$ cat src/core/stc_pkg.sv
package stc_pkg;

    // ****************************************
    // clocking
    // ****************************************
    localparam int unsigned CORE_CLK_HZ     = 100_000_000;
    localparam int unsigned PWM_CLK_HZ      = 25_000_000;
    localparam int unsigned PRESCALE_CYCLES = CORE_CLK_HZ / PWM_CLK_HZ;

    // ****************************************
    // widths
    // ****************************************
    localparam int unsigned CNT_W = 16;
    localparam int unsigned ADC_W = 10;
    localparam int unsigned ACC_W = 24;
    localparam int unsigned PCT_W = 8;

    // ****************************************
    // register offsets (byte addresses)
    // ****************************************
    localparam logic [7:0] REG_CTRL      = 8'h00;
    localparam logic [7:0] REG_STATUS    = 8'h04;
    localparam logic [7:0] REG_MASK      = 8'h08;
    localparam logic [7:0] REG_PERIOD    = 8'h0C;
    localparam logic [7:0] REG_DUTY_CMD  = 8'h10;
    localparam logic [7:0] REG_CEILING   = 8'h14;
    localparam logic [7:0] REG_FLOOR     = 8'h18;
    localparam logic [7:0] REG_FLUX      = 8'h1C;
    localparam logic [7:0] REG_OL_TOP    = 8'h20;
    localparam logic [7:0] REG_START_MAX = 8'h24;
    localparam logic [7:0] REG_STATE     = 8'h28;
    localparam logic [7:0] REG_ACC       = 8'h2C;

    // ****************************************
    // field positions
    // ****************************************
    localparam int unsigned CTRL_RUN_BIT  = 0;
    localparam int unsigned ST_COMMUTATE  = 0;
    localparam int unsigned ST_FAULT      = 1;
    localparam int unsigned ST_CLOSED     = 2;
    localparam int unsigned ST_W          = 3;

    // ****************************************
    // reset values
    // ****************************************
    localparam logic [CNT_W-1:0] PERIOD_RST     = 16'h04E3;
    localparam logic [CNT_W-1:0] CEILING_RST    = 16'h0300;
    localparam logic [CNT_W-1:0] FLOOR_RST      = 16'h0096;
    localparam logic [CNT_W-1:0] DUTY_CMD_RST   = 16'h0000;
    localparam logic [ACC_W-1:0] FLUX_RST       = 24'h00_012C;
    localparam logic [CNT_W-1:0] OL_TOP_RST     = 16'h01DC;
    localparam logic [PCT_W-1:0] START_MAX_RST  = 8'h04;
    localparam logic [PCT_W-1:0] START_PCT_RST  = 8'h01;
    localparam logic [CNT_W-1:0] ALIGN_STEP_RST = 16'h00C8;
    localparam logic [CNT_W-1:0] OL_START_RST   = 16'h07D0;

    // ****************************************
    // drive modes
    // ****************************************
    typedef enum logic [2:0] {
        MODE_IDLE   = 3'b000,
        MODE_ALIGN  = 3'b001,
        MODE_OPEN   = 3'b010,
        MODE_CLOSED = 3'b011
    } stc_mode_t;

endpackage

$ cat src/core/stc_commutator.sv
`timescale 1ns/100ps
`default_nettype none

module stc_commutator
    import stc_pkg::*;
#(
    parameter logic [CNT_W-1:0] ALIGN_STEP_PERIODS = ALIGN_STEP_RST,
    parameter logic [CNT_W-1:0] OL_START_INTERVAL  = OL_START_RST
)
(
    input  wire logic             core_clk,
    input  wire logic             rst_n,
    input  wire logic [7:0]       avs_address,
    input  wire logic             avs_read,
    input  wire logic             avs_write,
    input  wire logic [31:0]      avs_writedata,
    input  wire logic [3:0]       avs_byteenable,
    output logic      [31:0]      avs_readdata,
    output logic                  avs_waitrequest,
    input  wire logic             overcurrent_fault_input,
    input  wire logic [ADC_W-1:0] adc_phase_a,
    input  wire logic [ADC_W-1:0] adc_phase_b,
    input  wire logic [ADC_W-1:0] adc_phase_c,
    input  wire logic [ADC_W-1:0] adc_bus,
    input  wire logic             adc_valid,
    output logic                  sample_req,
    output logic      [2:0]       gate_hi,
    output logic      [2:0]       gate_lo,
    output logic                  irq
);

    // ****************************************
    // state
    // ****************************************
    typedef struct packed {
        stc_mode_t        mode;
        logic [2:0]       step;
        logic [2:0]       gate_hi;
        logic [2:0]       gate_lo;
        logic [CNT_W-1:0] duty;
        logic [PCT_W-1:0] align_pct;
        logic [CNT_W-1:0] align_cnt;
        logic [CNT_W-1:0] ol_interval;
        logic [CNT_W-1:0] ol_cnt;
        logic [ACC_W-1:0] acc;
        logic             integrating;
        logic             run;
        logic [CNT_W-1:0] period;
        logic [CNT_W-1:0] duty_cmd;
        logic [CNT_W-1:0] ceiling;
        logic [CNT_W-1:0] floor_lvl;
        logic [ACC_W-1:0] flux;
        logic [CNT_W-1:0] ol_top;
        logic [PCT_W-1:0] start_max;
        logic [ST_W-1:0]  status;
        logic [ST_W-1:0]  mask;
        logic             irq;
        logic             fault_d;
        logic             waitreq;
        logic [31:0]      readdata;
        logic             sample_req;
    } stc_state_t;

    stc_state_t s_reg;
    stc_state_t s_next;

    logic             fault_level;
    logic [CNT_W-1:0] pwm_count;
    logic             pwm_tick;
    logic             pwm_start;

    stc_sync3 u_fault_sync (
        .core_clk  (core_clk),
        .rst_n     (rst_n),
        .pin_in    (overcurrent_fault_input),
        .level_out (fault_level)
    );

    stc_pwm_timer u_timer (
        .core_clk     (core_clk),
        .rst_n        (rst_n),
        .period       (s_reg.period),
        .count        (pwm_count),
        .tick         (pwm_tick),
        .period_start (pwm_start)
    );

    // ****************************************
    // helpers
    // ****************************************
    function automatic logic [31:0] merge_be(input logic [31:0] old_v,
                                             input logic [31:0] new_v,
                                             input logic [3:0]  be);
        logic [31:0] r;
        r = old_v;
        for (int i = 0; i < 4; i++) begin
            if (be[i]) begin
                r[i*8 +: 8] = new_v[i*8 +: 8];
            end
        end
        return r;
    endfunction

    // leg indices 0=a 1=b 2=c; step order a+b-, a+c-, b+c-, b+a-, c+a-, c+b-
    function automatic logic [1:0] hi_leg(input logic [2:0] st);
        case (st)
            3'd0, 3'd1: hi_leg = 2'd0;
            3'd2, 3'd3: hi_leg = 2'd1;
            default:    hi_leg = 2'd2;
        endcase
    endfunction

    function automatic logic [1:0] lo_leg(input logic [2:0] st);
        case (st)
            3'd0, 3'd5: lo_leg = 2'd1;
            3'd1, 3'd2: lo_leg = 2'd2;
            default:    lo_leg = 2'd0;
        endcase
    endfunction

    // ****************************************
    // next state
    // ****************************************
    logic [31:0]      wr_word;
    logic [31:0]      rd_word;
    logic             wr_take;
    logic             accept;
    logic [ST_W-1:0]  events;
    logic [ST_W-1:0]  clr;
    logic             fault_evt;
    logic             commutate;
    logic [CNT_W-1:0] clamped;
    logic [33:0]      align_prod;
    logic [ADC_W-1:0] open_v;
    logic [ADC_W+1:0] bemf;
    logic [ACC_W-1:0] acc_sum;
    logic [1:0]       hl;
    logic [1:0]       ll;

    always_comb begin
        s_next     = s_reg;
        events     = '0;
        clr        = '0;
        commutate  = 1'b0;
        wr_word    = 32'h0000_0000;
        rd_word    = 32'h0000_0000;
        open_v     = '0;
        bemf       = '0;
        acc_sum    = '0;
        fault_evt  = fault_level & ~s_reg.fault_d;
        s_next.fault_d = fault_level;

        // bus slave: one cycle of wait, then a single answer cycle
        accept  = (avs_read | avs_write) & s_reg.waitreq;
        wr_take = avs_write & ~s_reg.waitreq;
        s_next.waitreq = ~accept;

        case (avs_address)
            REG_CTRL:      rd_word = {31'h0, s_reg.run};
            REG_STATUS:    rd_word = {29'h0, s_reg.status};
            REG_MASK:      rd_word = {29'h0, s_reg.mask};
            REG_PERIOD:    rd_word = {16'h0000, s_reg.period};
            REG_DUTY_CMD:  rd_word = {16'h0000, s_reg.duty_cmd};
            REG_CEILING:   rd_word = {16'h0000, s_reg.ceiling};
            REG_FLOOR:     rd_word = {16'h0000, s_reg.floor_lvl};
            REG_FLUX:      rd_word = {8'h00, s_reg.flux};
            REG_OL_TOP:    rd_word = {16'h0000, s_reg.ol_top};
            REG_START_MAX: rd_word = {24'h00_0000, s_reg.start_max};
            REG_STATE:     rd_word = {14'h0000, s_reg.duty[7:0], 1'b0, s_reg.integrating,
                                      fault_level, s_reg.mode, 1'b0, s_reg.step};
            REG_ACC:       rd_word = {8'h00, s_reg.acc};
            default:       rd_word = 32'h0000_0000;
        endcase
        if (accept) begin
            s_next.readdata = avs_read ? rd_word : 32'h0000_0000;
        end

        if (wr_take) begin
            wr_word = merge_be(rd_word, avs_writedata, avs_byteenable);
            case (avs_address)
                REG_CTRL:      s_next.run       = wr_word[CTRL_RUN_BIT];
                REG_STATUS:    clr              = wr_word[ST_W-1:0];
                REG_MASK:      s_next.mask      = wr_word[ST_W-1:0];
                REG_PERIOD:    s_next.period    = wr_word[CNT_W-1:0];
                REG_DUTY_CMD:  s_next.duty_cmd  = wr_word[CNT_W-1:0];
                REG_CEILING:   s_next.ceiling   = wr_word[CNT_W-1:0];
                REG_FLOOR:     s_next.floor_lvl = wr_word[CNT_W-1:0];
                REG_FLUX:      s_next.flux      = wr_word[ACC_W-1:0];
                REG_OL_TOP:    s_next.ol_top    = wr_word[CNT_W-1:0];
                REG_START_MAX: s_next.start_max = wr_word[PCT_W-1:0];
                default:       s_next.run       = s_reg.run;
            endcase
        end

        // ceiling first, floor last: floor wins if set above ceiling
        clamped = s_reg.duty_cmd;
        if (s_reg.duty_cmd > s_reg.ceiling) begin
            clamped = s_reg.ceiling;
        end
        if (clamped < s_reg.floor_lvl) begin
            clamped = s_reg.floor_lvl;
        end
        // percent of period, 655/65536 approximates 1/100 without a divider
        align_prod = 34'(s_reg.period) * 34'(s_reg.align_pct) * 34'd655;

        // back-EMF of the open leg, referenced to half the bus
        case (3'(3) - 3'(hi_leg(s_reg.step)) - 3'(lo_leg(s_reg.step)))
            3'd0:    open_v = adc_phase_a;
            3'd1:    open_v = adc_phase_b;
            default: open_v = adc_phase_c;
        endcase
        bemf = {2'b00, open_v} - {3'b000, adc_bus[ADC_W-1:1]};
        // falling steps see the back-EMF mirrored
        if (!s_reg.step[0]) begin
            bemf = -bemf;
        end

        case (s_reg.mode)
            MODE_IDLE: begin
                if (s_reg.run) begin
                    s_next.mode      = MODE_ALIGN;
                    s_next.step      = 3'd0;
                    s_next.align_pct = START_PCT_RST;
                    s_next.align_cnt = '0;
                end
            end
            MODE_ALIGN: begin
                if (pwm_start) begin
                    s_next.duty = align_prod[31:16];
                    if (s_reg.align_cnt + 16'h0001 >= ALIGN_STEP_PERIODS) begin
                        s_next.align_cnt = '0;
                        if (s_reg.align_pct >= s_reg.start_max) begin
                            s_next.mode        = MODE_OPEN;
                            s_next.ol_interval = OL_START_INTERVAL;
                            s_next.ol_cnt      = '0;
                        end else begin
                            s_next.align_pct = s_reg.align_pct + 8'h01;
                        end
                    end else begin
                        s_next.align_cnt = s_reg.align_cnt + 16'h0001;
                    end
                end
            end
            MODE_OPEN: begin
                if (pwm_start) begin
                    s_next.duty = clamped;
                    if (s_reg.ol_cnt + 16'h0001 >= s_reg.ol_interval) begin
                        commutate     = 1'b1;
                        s_next.ol_cnt = '0;
                        // shrink the step time by a sixteenth per step
                        s_next.ol_interval = s_reg.ol_interval - (s_reg.ol_interval >> 4);
                        if (s_reg.ol_interval <= s_reg.ol_top) begin
                            s_next.mode        = MODE_CLOSED;
                            events[ST_CLOSED]  = 1'b1;
                        end
                    end else begin
                        s_next.ol_cnt = s_reg.ol_cnt + 16'h0001;
                    end
                end
            end
            MODE_CLOSED: begin
                if (pwm_start) begin
                    s_next.duty = clamped;
                end
                if (adc_valid) begin
                    // start only once the open leg has crossed half bus
                    if (!bemf[ADC_W+1] && bemf != '0) begin
                        s_next.integrating = 1'b1;
                    end
                    if (s_reg.integrating && !bemf[ADC_W+1]) begin
                        acc_sum    = s_reg.acc + ACC_W'(bemf);
                        s_next.acc = acc_sum;
                        if (acc_sum >= s_reg.flux) begin
                            commutate = 1'b1;
                        end
                    end
                end
            end
            default: begin
                s_next.mode = MODE_IDLE;
            end
        endcase

        if (commutate) begin
            s_next.step        = (s_reg.step == 3'd5) ? 3'd0 : s_reg.step + 3'd1;
            s_next.acc         = '0;
            s_next.integrating = 1'b0;
            events[ST_COMMUTATE] = 1'b1;
        end

        if (!s_reg.run) begin
            s_next.mode        = MODE_IDLE;
            s_next.acc         = '0;
            s_next.integrating = 1'b0;
            s_next.duty        = '0;
        end

        events[ST_FAULT] = fault_evt;
        // a new event beats a clear landing in the same cycle
        s_next.status = (s_reg.status & ~clr) | events;
        s_next.irq    = |(s_next.status & s_reg.mask);

        // gate drive: edge aligned, no dead time inserted
        hl = hi_leg(s_reg.step);
        ll = lo_leg(s_reg.step);
        s_next.gate_hi = 3'b000;
        s_next.gate_lo = 3'b000;
        if (s_reg.mode != MODE_IDLE && !fault_level) begin
            s_next.gate_hi[hl] = (pwm_count < s_reg.duty);
            s_next.gate_lo[ll] = 1'b1;
        end

        // sample mid on-pulse, once per period
        s_next.sample_req = pwm_tick && (pwm_count == (s_reg.duty >> 1))
                            && s_reg.mode != MODE_IDLE && !fault_level;
    end

    // ****************************************
    // registers
    // ****************************************
    always_ff @(posedge core_clk) begin
        if (!rst_n) begin
            s_reg           <= '0;
            s_reg.mode      <= MODE_IDLE;
            s_reg.period    <= PERIOD_RST;
            s_reg.duty_cmd  <= DUTY_CMD_RST;
            s_reg.ceiling   <= CEILING_RST;
            s_reg.floor_lvl <= FLOOR_RST;
            s_reg.flux      <= FLUX_RST;
            s_reg.ol_top    <= OL_TOP_RST;
            s_reg.start_max <= START_MAX_RST;
            s_reg.align_pct <= START_PCT_RST;
            s_reg.waitreq   <= 1'b1;
        end else begin
            s_reg <= s_next;
        end
    end

    assign avs_readdata    = s_reg.readdata;
    assign avs_waitrequest = s_reg.waitreq;
    assign sample_req      = s_reg.sample_req;
    assign gate_hi         = s_reg.gate_hi;
    assign gate_lo         = s_reg.gate_lo;
    assign irq             = s_reg.irq;

endmodule

`default_nettype wire

$ cat src/core/stc_sync3.sv
`timescale 1ns/100ps
`default_nettype none

module stc_sync3
    import stc_pkg::*;
(
    input  wire logic core_clk,
    input  wire logic rst_n,
    input  wire logic pin_in,
    output logic      level_out
);

    typedef struct packed {
        logic s1;
        logic s2;
        logic s3;
        logic level;
    } stc_sync_t;

    stc_sync_t s_reg;
    stc_sync_t s_next;

    always_comb begin
        s_next    = s_reg;
        s_next.s1 = pin_in;
        s_next.s2 = s_reg.s1;
        s_next.s3 = s_reg.s2;
        // a change counts only once two settled stages agree
        if (s_reg.s2 == s_reg.s3) begin
            s_next.level = s_reg.s3;
        end
    end

    always_ff @(posedge core_clk) begin
        if (!rst_n) begin
            s_reg <= '0;
        end else begin
            s_reg <= s_next;
        end
    end

    assign level_out = s_reg.level;

endmodule

`default_nettype wire

$ cat src/core/stc_pwm_timer.sv
`timescale 1ns/100ps
`default_nettype none

module stc_pwm_timer
    import stc_pkg::*;
(
    input  wire logic             core_clk,
    input  wire logic             rst_n,
    input  wire logic [CNT_W-1:0] period,
    output logic      [CNT_W-1:0] count,
    output logic                  tick,
    output logic                  period_start
);

    localparam logic [7:0] PRE_LAST = 8'(PRESCALE_CYCLES - 1);

    typedef struct packed {
        logic [7:0]       pre;
        logic [CNT_W-1:0] cnt;
        logic             tick;
        logic             start;
    } stc_tmr_t;

    stc_tmr_t s_reg;
    stc_tmr_t s_next;

    always_comb begin
        s_next       = s_reg;
        s_next.tick  = 1'b0;
        s_next.start = 1'b0;
        // 25 MHz count rate derived from the core clock
        if (s_reg.pre == PRE_LAST) begin
            s_next.pre  = 8'h00;
            s_next.tick = 1'b1;
            // up mode: period value minus one ticks, so 1251 gives exactly 20 kHz
            if (s_reg.cnt + 16'h0002 >= period) begin
                s_next.cnt   = '0;
                s_next.start = 1'b1;
            end else begin
                s_next.cnt = s_reg.cnt + 16'h0001;
            end
        end else begin
            s_next.pre = s_reg.pre + 8'h01;
        end
    end

    always_ff @(posedge core_clk) begin
        if (!rst_n) begin
            s_reg <= '0;
        end else begin
            s_reg <= s_next;
        end
    end

    assign count        = s_reg.cnt;
    assign tick         = s_reg.tick;
    assign period_start = s_reg.start;

endmodule

`default_nettype wire

$ cat config.mk
export PLATFORM = sky130hd
export DESIGN_NAME = stc_commutator
export DESIGN_NICKNAME = d
export VERILOG_FILES = /design/src/core/stc_pkg.sv /design/src/core/stc_commutator.sv /design/src/core/stc_sync3.sv /design/src/core/stc_pwm_timer.sv
export SDC_FILE = /design/constraint.sdc
export NUM_CORES = 1
export LEC_CHECK = 0
export BUFFER_PORTS_ARGS = -buffer_cell sky130_fd_sc_hd__buf_2
export CAP_MARGIN = 20
export CORE_MARGIN = 3
export CORE_UTILIZATION = 60
export DETAILED_ROUTE_END_ITERATION = 10
export PLACE_DENSITY = 0.78
export SLEW_MARGIN = 20
export SYNTH_ARGS = -nofsm -noshare
export SYNTH_HDL_FRONTEND = slang
export SYNTH_SLANG_ARGS = --single-unit
$ cat constraint.sdc
create_clock -name core_clk -period 28.4 [get_ports core_clk]
set_input_delay 2.84 -clock core_clk [delete_from_list [all_inputs] [get_ports core_clk]]
set_output_delay 2.84 -clock core_clk [all_outputs]
set_load 0.02 [all_outputs]
After elaboration in Yosys (flattened, before gate mapping):

Index checks and enable logic that the tools add are counted.

* add/subtract/negate cells: 13
* $mul: 2
* order comparisons: 13
* eq/ne operators: 31
* mux-type cells: 56
* bitwise gates (word level): 15
* reduce and logical (&&, ||, !) cells: 50

Operators with widths (number)
* $pmux W24 S12: 1
* $mux W32: 4
* $mux W16: 7
* $mux W72: 1
* $pmux W32 S2: 1
* $add A16 B1 Y16 const B: 3
* $pmux W24 S2: 1
* $mux W8: 5
* $mux W3: 11
* $eq A8 B5 Y1 const B: 4
* $eq A8 B6 Y1 const B: 4
* $ge A16 B16 Y1: 2
* $lt A16 B16 Y1: 2
* $mul A24 B10 Y32 const B: 1
* $pmux W16 S2: 1
* $reduce_and A2 Y1: 13
* $add A24 B12 Y24: 1
* $ge A24 B24 Y1: 1
* $mul A16 B8 Y24: 1
* $mux W24: 1
* $pmux W10 S2: 1
* $add A16 B2 Y16 const B: 1
* $add A8 B1 Y8 const B: 2
* $eq A16 B15 Y1: 1
* 48 further kinds: 110

* bits in registers: 294
* bits of input ports: 90
* output and inout port bits: 41
* word-level logic and storage cells: 214

Depth between registers and ports, before layout:

* depth after elaboration: 20
* depth in mapped cells: 42
* mapped depth without buffers: 39

Cells and area by module:

From an unflattened synthesis, not the netlist that was laid out.

* cell total of the unflattened synthesis: 3226
* area, all modules: 27092.2 um2

By module, submodules not included
* stc_commutator: instances 1, cells each 2995, area an instance 25121.6 um2, sequential area each 5104.9 um2
* stc_pwm_timer: instances 1, cells each 221, area an instance 1854.3 um2, sequential area each 520.5 um2
* stc_sync3: instances 1, cells each 10, area an instance 116.4 um2, sequential area each 80.1 um2

Worst setup path before layout:

Ideal clock, no wire load.

* path type: flip-flop to flip-flop
* from: reg s_reg[230] in the netlist's numbering
* to: reg s_reg[251] in the netlist's numbering
* setup time: 0.074 ns
* data arrival time: 9.236 ns
* required time: 28.326 ns
* setup slack: 19.090 ns
* cell stages (with the launch flop): 36
* buffers on the path: 2
* period minus slack after synthesis: 9.310 ns
* path through: dfxtp_1 > clkbuf_1 > clkbuf_1 > nand2_1 > fa_1 > fa_1 > inv_1 > fa_1 > fa_1 > ha_1 > nand3_1 > o2111ai_1 > o21a_1 > nor3_1 > o21ai_0 > a21o_1 > a21oi_1 > xnor2_1 > inv_1 > fa_1 > inv_1 > ha_1 > fa_1 > fa_1 > fa_1 > ha_1 > nand4_1 > nor3_1 > a211oi_1 > nand3_1 > o2111ai_1 > a21oi_1 > o32ai_1 > o21bai_1 > or3_1 > a31oi_1

* longest elaborated chain between the ends: 4

RTL lines
* from (decl): RTL line stc_commutator.sv:64 `stc_state_t s_reg;`
* from (signal assigned): RTL line stc_commutator.sv:335 `s_reg <= s_next;`
* $mul A16 B8 Y24: RTL line stc_commutator.sv:204 `align_prod = 34'(s_reg.period) * 34'(s_reg.align_pct) * 34'd655;`
* $mul A24 B10 Y32: RTL line stc_commutator.sv:204
* $mux W72: RTL line stc_commutator.sv:228 `if (pwm_start) begin`
* $pmux W16 S2: RTL line stc_commutator.sv:218 `case (s_reg.mode)`

No other way between the ends. The select of a mux whose other input is x is not followed.
A chain may end at the register's enable or synchronous reset.

Worst setup path after layout:

* from: reg s_reg[233] in the netlist's numbering
* to: reg s_reg[251] in the netlist's numbering

The elaborated chain is that of the path after synthesis.

==> tab_implementation.tex <==
\begin{tabular}{lr}
\hline
Metric & Value \\
\hline
\multicolumn{2}{l}{\textbf{CTS}} \\
Maximum level of the CTS H-tree & 1 \\
TritonCTS clock tree & done \\
CTS root buf & sky130\_fd\_sc\_hd\_\_clkbuf\_16 \\
Clock net sink count & 285 \\
Setup Fix Bufs, Post-CTS & 0 \\
Worst-Skew Late Latency & 600 ps \\
Maximum root-to-sink buffer count & 3 \\
Cells resized by post-CTS repair & 0 \\
Number of buffers inserted during clock tree synthesis & 31 \\
CTS clk-pin slew, worst paths & approximately 60 ps \\
Number of hold buffers added after cts & 0 \\
\multicolumn{2}{l}{\textbf{STA}} \\
Max frequency & $\sim$91 MHz \\
Final Worst Setup Slack & 17420 ps \\
TNS Setup & 0 ps \\
Slew @ Worst Pin & around 1100 ps \\
Final Slew Violations & 0 \\
Setup skew after layout & a little over 30 ps \\
Final Hold Vio Count & 0 \\
Rel. slew slack & 27.1\% \\
Final critical-path share of the clock period & 38.7\% \\
Tightest hold margin & between 400 and 500 ps \\
Period minus WS final & approximately 11000 ps \\
Count of endpoints failing setup in the final report & 0 \\
RSZ-0062 raised after global routing & false \\
\multicolumn{2}{l}{\textbf{Synth}} \\
Fraction of the yosys area taken by sequential cells & a little over a fifth \\
Per-instance average area after synthesis & 8.23 µm² \\
Number of distinct standard cells referenced by the synthesized netlist & 79 \\
Gate count after technology mapping & about 3200 \\
Ys Warns & 0 \\
Number of enable flip-flop cells after synthesis & 0 \\
Combined area of all synthesized cells & around 26000 µm² \\
Share of async-settable or async-resettable flops after synthesis & 0\% \\
Dominant synthesized flop cell & sky130\_fd\_sc\_hd\_\_dfxtp\_1 \\
Number of synthesized register bits & approximately 290 \\
\multicolumn{2}{l}{\textbf{Global routing}} \\
Overall global routing resource usage & roughly a third \\
GR met2 Demand/Resource & 53.3\% \\
Global Route met3 Usage & 4.49\% \\
Wire length of the first global-routing pass & $\sim$120000 µm \\
Number of antenna violations at the first check in global routing & 1 \\
Largest net degree at the start of global routing & 92 \\
Most used routing layer & met2 \\
Total overflow reported by the global router & 0 \\
Number of global-route vias before repair & around 23000 \\
GR Util met1 & 40.5\% \\
\multicolumn{2}{l}{\textbf{Placement}} \\
Placed inst area & $\sim$27000 µm² \\
Post-Place Setup Slack & about 18000 ps \\
Dpl hpwl & between 50000 and 60000 µm \\
Weighted congestion reported at the end of routability-driven placement & approximately 0.98 \\
Port Buffers & roughly 110 \\
\multicolumn{2}{l}{\textbf{Hold path}} \\
Path class of the lowest-slack min-delay path & reg2reg \\
Beginning of the worst hold path & u\_fault\_sync.s\_next[2] \\
Capture endpoint of the worst hold path & u\_fault\_sync.s\_next[1] \\
Instance count along the most critical hold path & 1 \\
\multicolumn{2}{l}{\textbf{Routing}} \\
Drc violations & 0 \\
Number of antenna-violating nets in the routed design & 0 \\
DR iter-0 viols & between 2000 and 2500 \\
WL final & roughly 74000 µm \\
Vias after detailed routing & $\sim$23000 \\
Routed WL per cell & just under 20 µm \\
Ratio of routed vias to standard cells & between 6 and 7 \\
Number of optimization iterations in the first detailed-route pass & 7 \\
\multicolumn{2}{l}{\textbf{Floorplanning}} \\
Area of the die & approximately 47000 µm² \\
Area of the placeable core & 43300 µm² \\
Die Ht & between 200 and 250 µm \\
Initial standard-cell utilization of the core & 61.0\% \\
Number of standard-cell rows in the floorplan & 76 \\
I/O pin cnt & 131 \\
Width of the die & 216 µm \\
\multicolumn{2}{l}{\textbf{Setup path}} \\
Type of the setup path with the least slack & reg2reg \\
Type of destination of the critical path & register \\
Cell with the most instances on the worst path & sky130\_fd\_sc\_hd\_\_fa\_1 \\
FF-to-FF path depth & 33 \\
Terminus of the critical flop-to-flop path & s\_reg[251] \\
Register-to-register path setup slack & between 15000 and 20000 ps \\
Required time of the critical path & $\sim$29000 ps \\
Worst stage delay on the critical path & 840 ps \\
Master of the slowest instance on the critical path & sky130\_fd\_sc\_hd\_\_dfxtp\_1 \\
Maximum fanout count along the critical path & 20 \\
Startpoint Class & register \\
Worst path arrival time & 11480 ps \\
Crit Reg-Reg Startpoint & s\_reg[233] \\
\multicolumn{2}{l}{\textbf{Final layout}} \\
Share of final-layout standard cells stronger than drive strength 1 & under 10\% \\
Nets & between 3000 and 4000 \\
FF+latch area & $\sim$5700 µm² \\
Fin area & 28100 µm² \\
Fill cell total of the finished layout & between 3000 and 4000 \\
Most frequent standard cell in the layout excluding fill and tap cells & sky130\_fd\_sc\_hd\_\_nor2\_1 \\
Max reg flops & approximately 220 \\
Multi-input gate area in the final layout & around 19000 µm² \\
Layout overhead on the synthesized area & 6.51\% \\
Top library cells by usage in the layout, fill and taps aside & 390 x sky130\_fd\_sc\_hd\_\_nor2\_1, 340 x sky130\_fd\_sc\_hd\_\_inv\_1, 339 x sky130\_fd\_sc\_hd\_\_ha\_1 \\
Inserted Diodes & 0 \\
\multicolumn{2}{l}{\textbf{Pwr}} \\
Cell Pwr Density & 32.2 nW/µm² \\
Static leakage power & $\sim$14 nW \\
Overall power & around 910 µW \\
Maximum vdd ir drop & between 0.00004 and 0.00005 V \\
\multicolumn{2}{l}{\textbf{Status}} \\
Run status & completed \\
\multicolumn{2}{l}{\textbf{Flow run}} \\
Max-cap viol count & 0 \\
\hline
\end{tabular}
## worst max-delay path, delay by kind of cell, from the launching register on
kind	cells	cell delay [ps]
buffers and inverters	3	260
XOR/XNOR	1	700
AO/OA/AOI/OAI	12	3090
AND/OR/NAND/NOR	6	820
adder cells (fa/ha/maj)	11	5190
flip-flops	1	840
## synth_stat cells, types with 4 or more instances
| cell | count | share of area [%] |
|---|---|---|
| sky130_fd_sc_hd__nand2b_1 | 27 | 0.64 |
| sky130_fd_sc_hd__a31oi_1 | 21 | 0.50 |
| sky130_fd_sc_hd__a21o_1 | 41 | 1.2 |
| sky130_fd_sc_hd__and2_1 | 69 | 1.6 |
| sky130_fd_sc_hd__o21bai_1 | 5 | 0.14 |
| sky130_fd_sc_hd__o21a_1 | 17 | 0.48 |
| sky130_fd_sc_hd__xor2_1 | 74 | 2.5 |
| sky130_fd_sc_hd__a22oi_1 | 67 | 1.9 |
| sky130_fd_sc_hd__o2111ai_1 | 4 | 0.13 |
| sky130_fd_sc_hd__and3_1 | 35 | 0.83 |
| sky130_fd_sc_hd__a311oi_1 | 5 | 0.17 |
| sky130_fd_sc_hd__o21ai_0 | 105 | 2.0 |
| sky130_fd_sc_hd__ha_1 | 339 | 16 |
| sky130_fd_sc_hd__nor2b_1 | 22 | 0.52 |
| sky130_fd_sc_hd__nand3b_1 | 8 | 0.23 |
| sky130_fd_sc_hd__or2_2 | 8 | 0.19 |
| sky130_fd_sc_hd__buf_1 | 13 | 0.18 |
| sky130_fd_sc_hd__clkbuf_1 | 131 | 1.9 |
| sky130_fd_sc_hd__buf_4 | 39 | 1.1 |
| sky130_fd_sc_hd__nand3_1 | 72 | 1.4 |
| sky130_fd_sc_hd__a2111oi_0 | 5 | 0.17 |
| sky130_fd_sc_hd__o211ai_1 | 41 | 1.2 |
| sky130_fd_sc_hd__or4_1 | 4 | 0.11 |
| sky130_fd_sc_hd__nand4_1 | 48 | 1.1 |
| sky130_fd_sc_hd__mux2_2 | 29 | 1.2 |
| sky130_fd_sc_hd__nor2_1 | 391 | 5.6 |
| sky130_fd_sc_hd__o31ai_1 | 7 | 0.20 |
| sky130_fd_sc_hd__inv_1 | 341 | 4.8 |
| sky130_fd_sc_hd__a22o_1 | 13 | 0.43 |
| sky130_fd_sc_hd__a211oi_1 | 12 | 0.34 |
| sky130_fd_sc_hd__nor4_1 | 11 | 0.26 |
| sky130_fd_sc_hd__a221oi_1 | 11 | 0.36 |
| sky130_fd_sc_hd__xnor2_1 | 85 | 2.8 |
| sky130_fd_sc_hd__nand2_1 | 220 | 3.1 |
| sky130_fd_sc_hd__nor3_1 | 37 | 0.70 |
| sky130_fd_sc_hd__a211o_1 | 5 | 0.17 |
| sky130_fd_sc_hd__mux2i_1 | 40 | 1.5 |
| sky130_fd_sc_hd__o21ai_1 | 7 | 0.13 |
| sky130_fd_sc_hd__a21oi_1 | 254 | 4.8 |
| sky130_fd_sc_hd__fa_1 | 166 | 13 |
| sky130_fd_sc_hd__dfxtp_1 | 285 | 22 |
| sky130_fd_sc_hd__or3_1 | 22 | 0.52 |
| sky130_fd_sc_hd__buf_2 | 8 | 0.15 |
| sky130_fd_sc_hd__and4_1 | 6 | 0.20 |
| sky130_fd_sc_hd__a222oi_1 | 5 | 0.19 |
## cells by family after synthesis
logic type | count (synthesis) | synth area share, %
fa+ha+maj | 505 | 28.7
compound gates | 659 | 15.8
flops | 285 | 21.6
simple gates | 999 | 17.7
mux | 69 | 2.75
xor+xnor | 159 | 5.28
other cells | 1 | 0.0142
buf+inv | 532 | 8.16
## through the flow
step                      util (%)  instances
after global routing          65.0       3802
after floorplan                  -       3216
after global placement        62.5       3746
after CTS                     64.9       3802
after detailed placement      62.5       3746
final                         65.0       3802
## metal layers
| layer | wire length, µm | share of wire (%) |
|---|---|---|
| met5 | 0 | 0 |
| met4 | 3090 | 4.2 |
| met3 | 6140 | 8.3 |
| met2 | 34800 | 47 |
| met1 | 29900 | 40 |
## worst max path at each step
| stage | cells after the start | start | endpoint |
|---|---|---|---|
| detailed placement | 33 | s_reg[234] | s_reg[251] |
| global placement | 33 | s_reg[234] | s_reg[251] |
| floorplan | 35 | s_reg[230] | s_reg[251] |
| CTS | 33 | s_reg[235] | s_reg[251] |
| finish | 33 | s_reg[233] | s_reg[251] |
| global route | 33 | s_reg[230] | s_reg[251] |
## layout make-up
cell class,count,share of cell area [%]
Multi-Input combinational cell,2399,66.1
Sequential cell,285,20.3
Inverter,341,4.56
Clock buffer,45,3.12
Timing Repair Buffer,136,2.63
Tap cell,585,2.60
Clock inverter,11,0.645
## where the power goes
part           internal [mW]  total (mW)  switching, mW  leakage, nW
combinational         0.0272      0.0757         0.0485         10.7
sequential             0.401       0.402        0.00128         2.30
clock                  0.251       0.428          0.177        0.513
total                  0.679       0.906          0.227         13.5
Note: power is estimated with default switching activity, not from simulation.
